### src/common/cri_pkg.sv
// constants for the card reader event-request and live-condition register group
// assumes a classic wishbone slave, 8-bit registers at word addresses, one 125 MHz clock
// Contract
// - full-speed link change sets event_request_1 bit 6, card reader mode only
// - suspend/resume change sets event_request_1 bit 5, card reader mode only
// - terminal, card supply, bus power, busy changes set bits 4,3,2,1 while awake
// - card presence change sets event_request_1 bit 0, card reader mode only
// - live_condition_1 bit 6 reads 1 only for an active full-speed connection
// - live_condition_1 bits 4,3,2 read 1 while the matching supply is present
// - reserved bits of both request registers and live_condition_1 read only
// - a request flag reaches the interrupt output only when its enable is 1
package cri_pkg;
  localparam int          ADDR_W          = 8;
  localparam logic [7:0]  IDX_TEST_REG_E  = 8'h0e;
  localparam logic [7:0]  IDX_FW_PORTAL   = 8'h0f;
  localparam logic [7:0]  IDX_EVENT_REQ_1 = 8'h10;
  localparam logic [7:0]  IDX_EVENT_REQ_2 = 8'h11;
  localparam logic [7:0]  IDX_LIVE_COND_1 = 8'h12;
  localparam logic [7:0]  IDX_ENABLE_1    = 8'h20;
  localparam logic [7:0]  IDX_ENABLE_2    = 8'h21;
  localparam logic [7:0]  IDX_MODE_CTRL   = 8'h22;
  localparam int          BIT_FULL_SPEED  = 6;
  localparam int          BIT_SUSPENDED   = 5;
  localparam int          BIT_TERMINAL    = 4;
  localparam int          BIT_CARD_SUPPLY = 3;
  localparam int          BIT_BUS_POWER   = 2;
  localparam int          BIT_BUSY        = 1;
  localparam int          BIT_PRESENCE    = 0;
  localparam int          BIT_FW_UPDATE   = 7;
  localparam int          BIT_MODE_READER = 0;
  localparam int          BIT_MODE_AWAKE  = 1;
  localparam logic [7:0]  REQ1_USED_MASK  = 8'h7f;
  localparam logic [7:0]  REQ2_USED_MASK  = 8'h80;
  localparam logic [7:0]  LIVE1_USED_MASK = 8'h7f;
  localparam logic [7:0]  RESET_BYTE      = 8'h00;
  localparam logic [31:0] UNMAPPED_DATA   = 32'h0000_0000;
endpackage

### src/common/cri_evt_if.sv
`timescale 1ns/1ps
// carries synchronised condition levels and gated event strobes
// assumes one clock shared by both ends
interface cri_evt_if;
  logic [6:0] level;
  logic [7:0] event1;
  logic       event_fw;
  modport src (output level, output event1, output event_fw);
  modport dst (input  level, input  event1, input  event_fw);
endinterface

### src/logic/cri_regs.sv
// The Wishbone register port is this design's own decision.
`timescale 1ns/1ps
// event-request and live-condition registers behind a classic wishbone slave
// assumes condition pins are asynchronous; 8-bit data in the low byte lane
module cri_regs (
  input  wire logic        clk_i,
  input  wire logic        rst_i,
  input  wire logic        wb_cyc_i,
  input  wire logic        wb_stb_i,
  input  wire logic        wb_we_i,
  input  wire logic [9:0]  wb_adr_i,
  input  wire logic [3:0]  wb_sel_i,
  input  wire logic [31:0] wb_dat_i,
  output logic      [31:0] wb_dat_o,
  output logic             wb_ack_o,
  input  wire logic        full_speed_link_i,
  input  wire logic        link_suspended_i,
  input  wire logic        terminal_supply_detect_i,
  input  wire logic        card_supply_detect_i,
  input  wire logic        bus_power_detect_i,
  input  wire logic        busy_line_i,
  input  wire logic        card_presence_i,
  input  wire logic        fw_update_event_i,
  output logic             irq_o
);
  typedef struct packed {
    logic [7:0]  test_reg_e;
    logic [7:0]  firmware_portal;
    logic [7:0]  req1;
    logic [7:0]  req2;
    logic [7:0]  enable1;
    logic [7:0]  enable2;
    logic [7:0]  mode;
    logic [31:0] rdata;
    logic        ack;
    logic        irq;
  } cri_regs_s;

  cri_regs_s st;
  cri_regs_s next_st;
  cri_evt_if evt ();

  logic       access;
  logic       wr_lane0;
  logic [7:0] idx;
  logic [7:0] live1;

  cri_sense u_sense (
    .clk_i         (clk_i),
    .rst_i         (rst_i),
    .pins_i        ({full_speed_link_i, link_suspended_i, terminal_supply_detect_i,
                     card_supply_detect_i, bus_power_detect_i, busy_line_i,
                     card_presence_i}),
    .fw_event_i    (fw_update_event_i),
    .reader_mode_i (st.mode[cri_pkg::BIT_MODE_READER]),
    .awake_i       (st.mode[cri_pkg::BIT_MODE_AWAKE]),
    .evt           (evt)
  );

  function automatic logic [7:0] word_index(input logic [9:0] adr);
    word_index = adr[9:2];
  endfunction

  assign idx      = word_index(wb_adr_i);
  // one wait state; ack dropped the cycle after it is given
  assign access   = wb_cyc_i & wb_stb_i & ~st.ack;
  assign wr_lane0 = access & wb_we_i & wb_sel_i[0];
  // live levels, reserved bit 7 held at zero
  assign live1    = {1'b0, evt.level} & cri_pkg::LIVE1_USED_MASK;

  always_comb begin
    next_st     = st;
    next_st.ack = access;
    // read clears, but a same-cycle event still sets: set wins
    if (access && !wb_we_i && idx == cri_pkg::IDX_EVENT_REQ_1) begin
      next_st.req1 = 8'h00;
    end
    if (access && !wb_we_i && idx == cri_pkg::IDX_EVENT_REQ_2) begin
      next_st.req2 = 8'h00;
    end
    next_st.req1 = (next_st.req1 | evt.event1) & cri_pkg::REQ1_USED_MASK;
    next_st.req2 = (next_st.req2 | {evt.event_fw, 7'h00}) & cri_pkg::REQ2_USED_MASK;
    if (wr_lane0) begin
      unique case (idx)
        // writes accepted; software must leave these alone
        cri_pkg::IDX_TEST_REG_E: next_st.test_reg_e      = wb_dat_i[7:0];
        cri_pkg::IDX_FW_PORTAL:  next_st.firmware_portal = wb_dat_i[7:0];
        cri_pkg::IDX_ENABLE_1:   next_st.enable1         = wb_dat_i[7:0] & cri_pkg::REQ1_USED_MASK;
        cri_pkg::IDX_ENABLE_2:   next_st.enable2         = wb_dat_i[7:0] & cri_pkg::REQ2_USED_MASK;
        cri_pkg::IDX_MODE_CTRL:  next_st.mode            = {6'h00, wb_dat_i[1:0]};
        default:                 next_st.mode            = st.mode;
      endcase
    end
    next_st.rdata = cri_pkg::UNMAPPED_DATA;
    if (access && !wb_we_i) begin
      unique case (idx)
        cri_pkg::IDX_TEST_REG_E:  next_st.rdata = {24'h000000, st.test_reg_e};
        cri_pkg::IDX_FW_PORTAL:   next_st.rdata = {24'h000000, st.firmware_portal};
        cri_pkg::IDX_EVENT_REQ_1: next_st.rdata = {24'h000000, st.req1};
        cri_pkg::IDX_EVENT_REQ_2: next_st.rdata = {24'h000000, st.req2};
        cri_pkg::IDX_LIVE_COND_1: next_st.rdata = {24'h000000, live1};
        cri_pkg::IDX_ENABLE_1:    next_st.rdata = {24'h000000, st.enable1};
        cri_pkg::IDX_ENABLE_2:    next_st.rdata = {24'h000000, st.enable2};
        cri_pkg::IDX_MODE_CTRL:   next_st.rdata = {24'h000000, st.mode};
        default:                  next_st.rdata = cri_pkg::UNMAPPED_DATA;
      endcase
    end
    next_st.irq = |(next_st.req1 & next_st.enable1) | |(next_st.req2 & next_st.enable2);
  end

  always_ff @(posedge clk_i) begin
    if (rst_i) begin
      st <= '0;
    end else begin
      st <= next_st;
    end
  end

  assign wb_dat_o = st.rdata;
  assign wb_ack_o = st.ack;
  assign irq_o    = st.irq;

  a_ack_one_cycle: assert property (@(posedge clk_i) disable iff (rst_i)
    st.ack |=> !st.ack)
    else $error("ack held longer than one cycle");
  a_irq_needs_enable: assert property (@(posedge clk_i) disable iff (rst_i)
    irq_o |-> |(st.req1 & st.enable1) || |(st.req2 & st.enable2))
    else $error("interrupt without enabled flag");
  a_fs_event_sets: assert property (@(posedge clk_i) disable iff (rst_i)
    evt.event1[6] |=> st.req1[6])
    else $error("full-speed change not flagged");
  a_fs_needs_mode: assert property (@(posedge clk_i) disable iff (rst_i)
    $rose(st.req1[6]) |-> $past(st.mode[0]))
    else $error("full-speed flag outside reader mode");
  a_susp_event_sets: assert property (@(posedge clk_i) disable iff (rst_i)
    evt.event1[5] |=> st.req1[5])
    else $error("suspend change not flagged");
  a_supply_awake_only: assert property (@(posedge clk_i) disable iff (rst_i)
    $rose(st.req1[4]) |-> $past(st.mode[1]))
    else $error("supply flag while asleep");
  a_presence_sets: assert property (@(posedge clk_i) disable iff (rst_i)
    evt.event1[0] |=> st.req1[0])
    else $error("presence change not flagged");
  a_live_levels: assert property (@(posedge clk_i) disable iff (rst_i)
    access && !wb_we_i && idx == cri_pkg::IDX_LIVE_COND_1 |=>
      wb_dat_o[6:2] == $past(evt.level[6:2]))
    else $error("live condition read mismatch");
  a_reserved_zero: assert property (@(posedge clk_i) disable iff (rst_i)
    !st.req1[7] && st.req2[6:0] == 7'h00)
    else $error("reserved bit set");
  a_read_clears: assert property (@(posedge clk_i) disable iff (rst_i)
    access && !wb_we_i && idx == cri_pkg::IDX_EVENT_REQ_1 && evt.event1 == 8'h00 |=>
      st.req1 == 8'h00)
    else $error("read did not clear flags");
  a_read_keeps_event: assert property (@(posedge clk_i) disable iff (rst_i)
    access && !wb_we_i && idx == cri_pkg::IDX_EVENT_REQ_2 |=>
      st.req2[7] == $past(evt.event_fw))
    else $error("event lost during read");
endmodule

### src/logic/cri_sense.sv
`timescale 1ns/1ps
// synchronises condition pins and turns level changes into qualified events
// assumes pins are asynchronous to clk_i
module cri_sense (
  input  wire logic       clk_i,
  input  wire logic       rst_i,
  input  wire logic [6:0] pins_i,
  input  wire logic       fw_event_i,
  input  wire logic       reader_mode_i,
  input  wire logic       awake_i,
  cri_evt_if.src          evt
);
  typedef struct packed {
    logic [6:0] meta;
    logic [6:0] sync;
    logic [6:0] last;
    logic       fw_meta;
    logic       fw_sync;
    logic       fw_last;
  } cri_sense_s;

  cri_sense_s st;
  cri_sense_s next_st;
  logic [6:0] change;

  // only the sync and last stages feed compare logic
  always_comb begin
    next_st         = st;
    next_st.meta    = pins_i;
    next_st.sync    = st.meta;
    next_st.last    = st.sync;
    next_st.fw_meta = fw_event_i;
    next_st.fw_sync = st.fw_meta;
    next_st.fw_last = st.fw_sync;
  end

  always_ff @(posedge clk_i) begin
    if (rst_i) begin
      st <= '0;
    end else begin
      st <= next_st;
    end
  end

  assign change    = st.sync ^ st.last;
  assign evt.level = st.sync;
  assign evt.event_fw = st.fw_sync & ~st.fw_last;
  assign evt.event1[7] = 1'b0;
  assign evt.event1[cri_pkg::BIT_FULL_SPEED]  = change[cri_pkg::BIT_FULL_SPEED] & reader_mode_i;
  assign evt.event1[cri_pkg::BIT_SUSPENDED]   = change[cri_pkg::BIT_SUSPENDED] & reader_mode_i;
  assign evt.event1[cri_pkg::BIT_TERMINAL]    = change[cri_pkg::BIT_TERMINAL] & awake_i;
  assign evt.event1[cri_pkg::BIT_CARD_SUPPLY] = change[cri_pkg::BIT_CARD_SUPPLY] & awake_i;
  assign evt.event1[cri_pkg::BIT_BUS_POWER]   = change[cri_pkg::BIT_BUS_POWER] & awake_i;
  assign evt.event1[cri_pkg::BIT_BUSY]        = change[cri_pkg::BIT_BUSY] & awake_i;
  assign evt.event1[cri_pkg::BIT_PRESENCE]    = change[cri_pkg::BIT_PRESENCE] & reader_mode_i;
endmodule

### config.mk
export PLATFORM = sky130hd
export DESIGN_NAME = cri_regs
export DESIGN_NICKNAME = d
export VERILOG_FILES = /design/src/common/cri_pkg.sv /design/src/common/cri_evt_if.sv /design/src/logic/cri_regs.sv /design/src/logic/cri_sense.sv
export SDC_FILE = /design/constraint.sdc
export NUM_CORES = 1
export LEC_CHECK = 0
export ABC_AREA = 1
export BUFFER_PORTS_ARGS = -buffer_cell sky130_fd_sc_hd__buf_4
export CAP_MARGIN = 20
export CORE_ASPECT_RATIO = 1.2
export CORE_MARGIN = 4
export CORE_UTILIZATION = 52
export CTS_CLUSTER_DIAMETER = 200
export CTS_CLUSTER_SIZE = 25
export DETAILED_ROUTE_END_ITERATION = 8
export GPL_ROUTABILITY_DRIVEN = 0
export GPL_TIMING_DRIVEN = 0
export PLACE_DENSITY = 0.86
export SKIP_CTS_REPAIR_TIMING = 1
export SYNTH_ARGS = -nofsm -noshare
export SYNTH_HDL_FRONTEND = slang
export SYNTH_HIERARCHICAL = 1
export SYNTH_SLANG_ARGS = --single-unit
### constraint.sdc
create_clock -name clk_i -period 1.9 [get_ports clk_i]
set_input_delay 0.38 -clock clk_i [delete_from_list [all_inputs] [get_ports clk_i]]
set_output_delay 0.38 -clock clk_i [all_outputs]
set_load 0.1 [all_outputs]
; Word level (Yosys, flattened, before mapping)
; Cells that the tools add are included.
[word_totals]
ff_bits = 107
in_bits = 59
output_inout_bits = 34
[op_classes]
eq_ne = 8
n_mux = 7
bitwise_logic = 21
n_reduce_logical = 10
[ops]
columns = op, n
row1 = 8-bit one-hot mux with 8 select lines, 1
row2 = 8-bit by 5-bit equality test with 1-bit output (second input constant), 3
row3 = 8-bit by 6-bit equality test with 1-bit output (second input constant), 3
row4 = 24-bit 2-to-1 mux, 1
row5 = 8-bit 2-to-1 mux, 3
row6 = 8-bit by 4-bit equality test with 1-bit output (second input constant), 2
row7 = 8-bit OR reduction, 2
row8 = 1-bit bitwise AND, 12
row9 = 7-bit by 8-bit bitwise AND with 8-bit output, 1
row10 = 8-bit bitwise AND, 1
row11 = 8-bit OR, 1
row12 = 7-bit 2-to-1 mux, 1
row13 = 7-bit OR, 1
row14 = 7-bit bitwise XOR, 1
row15 = 2-bit AND reduction, 3
row16 = 1-bit logical AND, 3
row17 = 1-bit inverter, 3
row18 = 2-bit 2-to-1 mux, 1
row19 = 2-bit OR reduction, 1
row20 = 1-bit logical NOT, 1
row21 = 1-bit OR, 1

; Logic depth before layout (Yosys ltp)
; Gate-level depths: netlist (run 1).
[depth]
ltp_word = 9
ltp_mapped = 12

; By module
; Netlist (run 1), hierarchy kept.
[by_module_without_submodules]
columns = mod, n_inst, cells_each, area_each_um2, seq_area_each_um2
row1 = cri_regs, 1, 331, 2356.0, 880.8
row2 = cri_sense, 1, 112, 855.8, 480.5

; Worst setup path before layout (run 1)
; No wires, ideal clock.
[synth_path]
kind = flip-flop to flip-flop
from = register st, in the netlist wb_ack_o
to = register st, in the netlist irq_o
setup_time_ns = 0.070
t_arrival_ns = 1.851
required_ns = 1.830
path_slack_ns = -0.021
path_stages_with_launch = 12
n_path_buf = 1
synth_period_minus_slack_ns = 1.921
cell_sequence = dfxtp_1 inv_1 nand3_1 nor2_1 buf_2 nand2_2 nand2_1 nand2_1 nand2_1 nand2_1 nor2_1 a21oi_1
[synth_via]
elab_chain_cells = 9
word_cells_on_any_way = 17
[synth_rtl]
columns = element, line_no
row1 = from (decl), cri_regs.sv:39  ; cri_regs_s st;
row2 = from (signal assigned), cri_regs.sv:115  ; st <= next_st;
row3 = 1-bit inverter *, cri_regs.sv:66  ; assign access = wb_cyc_i & wb_stb_i & ~st.ack;
row4 = 1-bit bitwise AND *, cri_regs.sv:66
row5 = 1-bit logical AND, "cri_regs.sv:75, cri_regs.sv:78"
row6 = "1-bit logical AND, on equally long branches", "cri_regs.sv:75, cri_regs.sv:78"
row7 = 7-bit 2-to-1 mux / 8-bit 2-to-1 mux (equally long branches), "cri_regs.sv:75, cri_regs.sv:78"
row8 = 7-bit OR / 8-bit OR (equally long branches), "cri_regs.sv:81, cri_regs.sv:82"
row9 = 7-bit by 8-bit bitwise AND with 8-bit output / 8-bit bitwise AND (equally long branches), cri_regs.sv:108  ; next_st.irq = |(next_st.req1 & next_st.enable1) | |(next_st.req2 & next_st.enable2);
row10 = 8-bit OR reduction, cri_regs.sv:108
row11 = 1-bit OR *, cri_regs.sv:108
; Mark *: on every way between the ends. The rest lies on a longest branch, timed or not.
; A chain may end at the register's enable or synchronous reset.

; Worst setup path in the final report (run 1)
; Same ends and word-level chain as after synthesis.

==> results of run 1 <==
==> area by class of cell <==
cell class	count	area [um^2]
buffer	48	363
clock buffer	11	151
clock inverter	5	83.8
fill	520	2090
inverter	58	218
multi-input combinational	290	1350
sequential	68	1360
tap	82	103
timing repair buffer	39	293
==> path summary, 6_finish.rpt <==
kind	cells past startpoint	to	start
min reg2reg	2	u_sense/evt.level[2]$_SDFF_PP0_	u_sense/next_st[12]$_SDFF_PP0_
min	3	u_sense/next_st[1]$_SDFF_PP0_	fw_update_event_i
max reg2reg	11	irq_o$_SDFF_PP0_	wb_ack_o$_SDFF_PP0_
max	11	irq_o$_SDFF_PP0_	wb_ack_o$_SDFF_PP0_
==> where the power goes <==
part           switching, mW  total (mW)  internal (mW)
Clock                  0.539        1.35          0.812
Combinational          0.309       0.418          0.109
Sequential            0.0111        1.46           1.45
Total                  0.859        3.23           2.37
==> stage by stage <==
stage,power (mW),hold slack [ns],instances,util (%),setup slack (ns)
after floorplan,1.82,0.388,464,-,0.294
after global placement,1.90,0.389,585,61.3,0.110
after detailed placement,1.91,0.395,585,61.3,0.0912
after CTS,3.25,0.230,601,65.2,0.223
after global routing,3.34,0.237,601,65.2,0.0214
final,3.23,0.240,601,65.2,0.253
==> registers in the layout (all words and copies together), names as in the netlist <==
| register | flops |
|---|---|
| irq_o | 1 |
| st | 34 |
| u_sense/evt.level | 7 |
| u_sense/next_st | 9 |
| u_sense/st | 8 |
| wb_ack_o | 1 |
| wb_dat_o | 8 |
==> critical path: cells and delay by family, from the launching register on <==
family	cells	cell delay [ns]
AO/OA/AOI/OAI	1	0.08
buffers and inverters	2	0.32
flip-flops	1	0.32
AND/OR/NAND/NOR	8	0.79
==> per-layer routing <==
layer | share of wire, % | up-vias | global-route usage [%] | wire, um
met5 | 0 | - | 0 | 0
li1 | - | 1454 | - | -
met4 | 1.2 | 0 | 9.60 | 80
met3 | 5.4 | 15 | 3.93 | 350
met1 | 41 | 1202 | 20.2 | 2640
met2 | 52 | 80 | 32.6 | 3390
==> cells in the final DEF, fill, tap and decap left out <==
master      instances
nand2_1            84
buf_4              78
nor2_1             75
dfxtp_1            67
inv_1              55
a21oi_1            31
conb_1             24
nand3_1            23
o21ai_0            22
clkbuf_8           11
a31oi_1             5
nand2_2             4
inv_2               3
nor2_4              3
buf_6               3
clkbuf_1            3
nor2_2              3
nand3_2             3
nor3_4              2
nand2_4             2
o21ai_1             2
buf_2               2
a211oi_1            2
bufinv_16           2
clkinvlp_4          2
nor3_2              1
o21ai_2             1
nor2_8              1
buf_8               1
a41oi_1             1
o21bai_2            1
clkinv_4            1
dfxtp_2             1
==> flow_summary.ini, run 1 <==
[setup_path]
crit_chain = inv_1, nand3_1, nor2_1, buf_2, nand2_2, nand2_1, nand2_1, nand2_1, nand2_1, nor2_1, a21oi_1
cp_data_arrival_time_ns = 1.85
cp_max_fo = 10
cp_slowest_cell = dfxtp_2
worst_setup_path_start_kind = flop
crit_top_cell = nand2_1
critPathMaxStageDelay_ns = 0.32
worst-setup-path-type = flop to flop
rrSetupSlack_ns = 0.25
crit_path_end_kind = flop
crit_required_ns = 2.11

[routing]
wire_per_inst_um = 10.7
drt-initial-drc-count = 226
drt_drc_violations_left = 0
drtPass1Iterations = 4
via_per_inst = 4.58
routed_wirelength_um = 6450
vias = 2751
drt.antenna.violating_nets = 0

[cells_and_area]
diodes = 0
final_nets = 573
stdcell_area_um2 = 3920
area_delta_synth_final_pct = 22.4
drive_gt1_share_pct = 24.1

[cts]
clock-sinks = 68
cts_tree = yes
htree_num_levels = 3
cts_buffers = 9
insertion_delay_ns = 0.34
cts_root_buffer = clkbuf_8
clock_path_buffers = 2
cts.clk_slew.worst_paths_ns = 0.07

[place]
io_buffers = 39
dp_hpwl_um = 4960
postPlaceCellArea_um2 = 3680

[floorplan]
dieArea_um2 = 7480
start_util_pct = 53.2
die_y_um = 93.9
die_width_um = 79.6
rows = 31
ios = 93
core_area_um2 = 6010

[global_route]
grt.overflow.total = 0
grt.total_usage_pct = 18.4
first_global_vias = 2572
antenna_found_initial = 0
grt_max_degree = 13
grt_first_pass_wirelength_um = 10900

[timing]
finalHoldViolations = 0
final-setup-viol-count = 0
finClkSkew_ns = 0.00987
period_minus_slack_ns = 1.65
rsz0062_at_grt = no
slew_viol_final = 0
period_share_pct = 86.7
timing.fmax_mhz = 607
tns_ns = 0

[power]
power.density_nw_per_um2 = 824
ir_drop_mv = 0.561
p_leak_nw = 1.86

[synth]
syn_inst = 441
syn-cell-area_um2 = 3200
syn_avg_cell_area_um2 = 7.26
synth-warning-count = 6

[run]
drv_cap = 0

[status]
status = complete, no violations

[worst_hold_path]
min_path_type = primary input to flop
Note: power is estimated with default switching activity, not from simulation.
==> run 2: changes to the inputs <==
Settings changed: PLACE_DENSITY 0.86 to unset, PLACE_DENSITY_LB_ADDON set to 0.05.
==> run 2 against run 1 <==
Critical path depth unchanged. Clock power up 6%. Die area unchanged. Combinational power about the same. Largest power group unchanged. Clock-buffer cell count down 2. Global-route usage up 0.89 points. Clock skew up 0.0029 ns. Design area about the same.
==> flow_summary.ini, run 2 (same netlist as run 1, synthesis figures left out) <==
[status]
status = complete, no violations

[place]
dp_hpwl_um = 5250
io_buffers = 39
postPlaceCellArea_um2 = 3680

[cts]
clock_path_buffers = 2
clock-sinks = 68
cts_root_buffer = clkbuf_8
cts.clk_slew.worst_paths_ns = 0.07
insertion_delay_ns = 0.35
cts_buffers = 9
htree_num_levels = 3
cts_tree = yes

[setup_path]
worst_setup_path_start_kind = flop
cp_data_arrival_time_ns = 1.87
rr_endpoint = irq_o$_SDFF_PP0_
reg2reg_depth = 11
crit_path_end_kind = flop
rrSetupSlack_ns = 0.25
timing.rr.start = wb_ack_o$_SDFF_PP0_
crit_required_ns = 2.12
worst-setup-path-type = flop to flop
cp_max_fo = 10

[worst_hold_path]
min_from = fw_update_event_i
hold-path-cell-count = 3
min_to = u_sense/next_st[1]$_SDFF_PP0_
min_path_type = primary input to flop

[floorplan]
start_util_pct = 53.2
core_area_um2 = 6010
rows = 31
die_y_um = 93.9
ios = 93
dieArea_um2 = 7480
die_width_um = 79.6

[power]
power.density_nw_per_um2 = 844
p_leak_nw = 1.87
clkPwrFrac_pct = 43.3
swShare_pct = 26.7
switching_power_mw = 0.883
p_int_mw = 2.43
total_power_mw = 3.31
combPwrFrac_pct = 12.6
p_seq_share_pct = 44.1
ir_drop_mv = 0.548

[cells_and_area]
diodes = 0
final_nets = 573
nFillCells = 548
stdcell_area_um2 = 3920
largest_reg_flops = 34
layout_commonest_cell = nand2_1
largest_register = st
final_cell_mix = nand2_1, buf_4, nor2_1
drive_gt1_share_pct = 24.1
area_delta_synth_final_pct = 22.5

[global_route]
grt.overflow.total = 0
grt_first_pass_wirelength_um = 11200
antenna_found_initial = 0
grt_max_degree = 13
first_global_vias = 2616
grt.total_usage_pct = 19.2

[routing]
vias = 2695
routed_wirelength_um = 6730
wire_per_inst_um = 11.2
drtPass1Iterations = 4
drt_drc_violations_left = 0
drt-initial-drc-count = 100
via_per_inst = 4.48
drt.antenna.violating_nets = 0

[timing]
period_share_pct = 86.9
period_minus_slack_ns = 1.65
timing.fmax_mhz = 606
tns_ns = 0
rsz0062_at_grt = no
finalHoldViolations = 0
slew_viol_final = 0
finClkSkew_ns = 0.0128
final-setup-viol-count = 0
hold_slack_ns = 0.229

[run]
drv_cap = 0
-- run 2: cell types whose count changed in the layout (fill, tap and decap cells not counted) --
cell        before  now
clkbuf_8        11    9
clkinvlp_4       2    0
clkinv_4         1    0
clkinv_2         0    3
bufinv_16        2    3
inv_6            0    1
-- run 2: power groups by stage --
stage / Sequential [mW] / Clock, mW / Combinational [mW]
final: 1.46 / 1.43 / 0.417
after global routing: 1.46 / 1.51 / 0.444
after CTS: 1.46 / 1.45 / 0.417
after detailed placement: 1.49 / 0 / 0.416
after global placement: 1.49 / 0 / 0.412
after floorplan: 1.50 / 0 / 0.329
-- run 2: layout make-up --
cell class | count | area, um^2 | share of cell area, %
clock buffer | 9 | 124 | 3.16
clock inverter | 7 | 114 | 2.90
tap | 82 | 103 | 2.62
multi-input combinational | 290 | 1350 | 34.3
inverter | 58 | 218 | 5.55
buffer | 48 | 363 | 9.25
timing repair buffer | 39 | 293 | 7.47
sequential | 68 | 1360 | 34.7
-- run 2: routing by layer --
layer / track usage (%) / wire, um / part of all wire [%]
met1: 20.7 / 2810 / 42
met2: 35.1 / 3490 / 52
met3: 4.89 / 346 / 5.1
met4: 8.31 / 89 / 1.3
met5: 0 / 0 / 0
-- run 2: how the worst max path moves through the flow --
| stage | slack, ns | depth (start not counted) | to | start |
|---|---|---|---|---|
| finish | 0.25 | 11 | irq_o$_SDFF_PP0_ | wb_ack_o$_SDFF_PP0_ |
| detailed placement | 0.06 | 11 | irq_o$_SDFF_PP0_ | wb_adr_i[5] |
| global placement | 0.07 | 11 | irq_o$_SDFF_PP0_ | wb_adr_i[9] |
| global route | 0.04 | 11 | irq_o$_SDFF_PP0_ | wb_ack_o$_SDFF_PP0_ |
| floorplan | 0.29 | 11 | irq_o$_SDFF_PP0_ | wb_ack_o$_SDFF_PP0_ |
| CTS | 0.23 | 11 | irq_o$_SDFF_PP0_ | wb_ack_o$_SDFF_PP0_ |
-- run 2: metrics by stage --
stage / utilization (%) / setup WS (ns) / cells
after floorplan: - / 0.294 / 464
after global placement: 61.3 / 0.0707 / 585
after detailed placement: 61.3 / 0.0603 / 585
after CTS: 65.2 / 0.234 / 601
after global routing: 65.2 / 0.0377 / 601
final: 65.2 / 0.249 / 601
-- run 2: critical path, cell delays in order (launching register included) --
cell	delay, ns
dfxtp_2	0.32
inv_1	0.04
nand3_1	0.10
nor2_1	0.16
buf_2	0.26
nand2_2	0.15
nand2_1	0.10
nand2_1	0.06
nand2_1	0.07
nand2_1	0.06
nor2_1	0.12
a21oi_1	0.08
==> run 3: changes to the inputs <==
Settings changed: PLACE_DENSITY set to 0.84, PLACE_DENSITY_LB_ADDON 0.05 to unset.
==> run 3 against run 2 <==
Via count is 3.3% higher. Die area stayed put. Maximum frequency is 0.64% lower. Wire length is 3.2% lower. Clock skew is 0.0063 ns lower. Utilization is 0.83 points lower. Design area is 1.3% lower. Largest cell class unchanged.
==> flow_summary.ini, run 3 (same netlist as run 1, synthesis figures left out) <==
[run]
drv_cap = 0

[floorplan]
die_y_um = 93.9
start_util_pct = 53.2
rows = 31
ios = 93
die_width_um = 79.6
dieArea_um2 = 7480
core_area_um2 = 6010

[global_route]
grt_first_pass_wirelength_um = 10800
grt.overflow.total = 0
antenna_found_initial = 0
grt.total_usage_pct = 18.6
grt_max_degree = 12
first_global_vias = 2564

[cts]
cts.clk_slew.worst_paths_ns = 0.07
clock_path_buffers = 2
clock-sinks = 68
cts_root_buffer = clkbuf_8
htree_num_levels = 3
cts_tree = yes
cts_buffers = 9
insertion_delay_ns = 0.34

[cells_and_area]
final_cell_mix = nand2_1, buf_4, nor2_1
finalNonFillerCells = 601
area_delta_synth_final_pct = 21.0
largest_reg_flops = 34
stdcell_area_um2 = 3870
final_nets = 573
layout_commonest_cell = nand2_1
drive_gt1_share_pct = 24.1
diodes = 0
largest_register = st

[setup_path]
cp_max_fo = 10
worst-setup-path-type = flop to flop
cp_data_arrival_time_ns = 1.87
cp-startpoint = wb_ack_o$_SDFF_PP0_
timing.rr.start = wb_ack_o$_SDFF_PP0_
crit_path_end_kind = flop
worst_setup_path_start_kind = flop
crit_required_ns = 2.10

[timing]
period_minus_slack_ns = 1.66
worst_slack_ns = 0.238
period_share_pct = 87.5
final-setup-viol-count = 0
timing.fmax_mhz = 602
finalHoldViolations = 0
slew_viol_final = 0
rsz0062_at_grt = no
finClkSkew_ns = 0.00653
tns_ns = 0

[power]
power.density_nw_per_um2 = 767
ir_drop_mv = 0.508
p_leak_nw = 1.84

[worst_hold_path]
min_from = busy_line_i
min_path_type = primary input to flop

[place]
io_buffers = 39
dp_hpwl_um = 5050
postPlaceCellArea_um2 = 3680
placed_cells = 585
preCtsSetupSlack_ns = 0.0691

[routing]
drt.antenna.violating_nets = 0
drt_drc_violations_left = 0
drt-initial-drc-count = 144
drtPass1Iterations = 4
wire_per_inst_um = 10.8
routed_wirelength_um = 6520
vias = 2784
via_per_inst = 4.63

[status]
status = complete, no violations
[run 3: layout make-up]
cell class | instances | area, um^2
fillers | 517 | 2140
clock inverters | 4 | 22.5
plain buffers | 48 | 363
inverters | 58 | 218
clock buffers | 12 | 165
well taps | 82 | 103
multi-input cells | 290 | 1350
flip-flops and latches | 68 | 1360
repair buffers | 39 | 293
[run 3: worst max-delay path, cell delays in order (launching register included)]
cell and delay (ns):
dfxtp_2 0.32, inv_1 0.04, nand3_1 0.11, nor2_1 0.16, buf_2 0.27, nand2_2 0.15
nand2_1 0.10, nand2_1 0.05, nand2_1 0.06, nand2_1 0.05, nor2_1 0.12, a21oi_1 0.09
[run 3: final timing paths]
check / end / slack [ns] / depth (start not counted)
worst max-delay path: irq_o$_SDFF_PP0_ / 0.24 / 11
worst max register to register: irq_o$_SDFF_PP0_ / 0.24 / 11
worst min-delay path: u_sense/next_st[11]$_SDFF_PP0_ / 0.24 / 3
worst min register to register: u_sense/evt.level[4]$_SDFF_PP0_ / 0.40 / 2
[run 3: metal layers]
layer	vias to the layer above	share of wire, %	track usage (%)
li1	1461	-	-
met5	-	0	0
met2	72	51	32.9
met4	0	3.3	11.0
met1	1233	40	20.5
met3	18	5.7	3.26
[run 3: power breakdown]
group	total, mW	internal [mW]	switching, mW
logic	0.418	0.109	0.309
registers	1.46	1.45	0.0109
clock network	1.09	0.573	0.520
[run 3: through the flow]
| step | util, % | total power [mW] | hold slack, ns |
|---|---|---|---|
| 6_report | 64.4 | 2.97 | 0.239 |
| 5_1_grt | 64.4 | 3.08 | 0.243 |
| 4_1_cts | 64.4 | 3.00 | 0.223 |
| 3_5_place_dp | 61.3 | 1.91 | 0.392 |
| 3_3_place_gp | 61.3 | 1.90 | 0.389 |
| 2_1_floorplan | - | 1.82 | 0.388 |
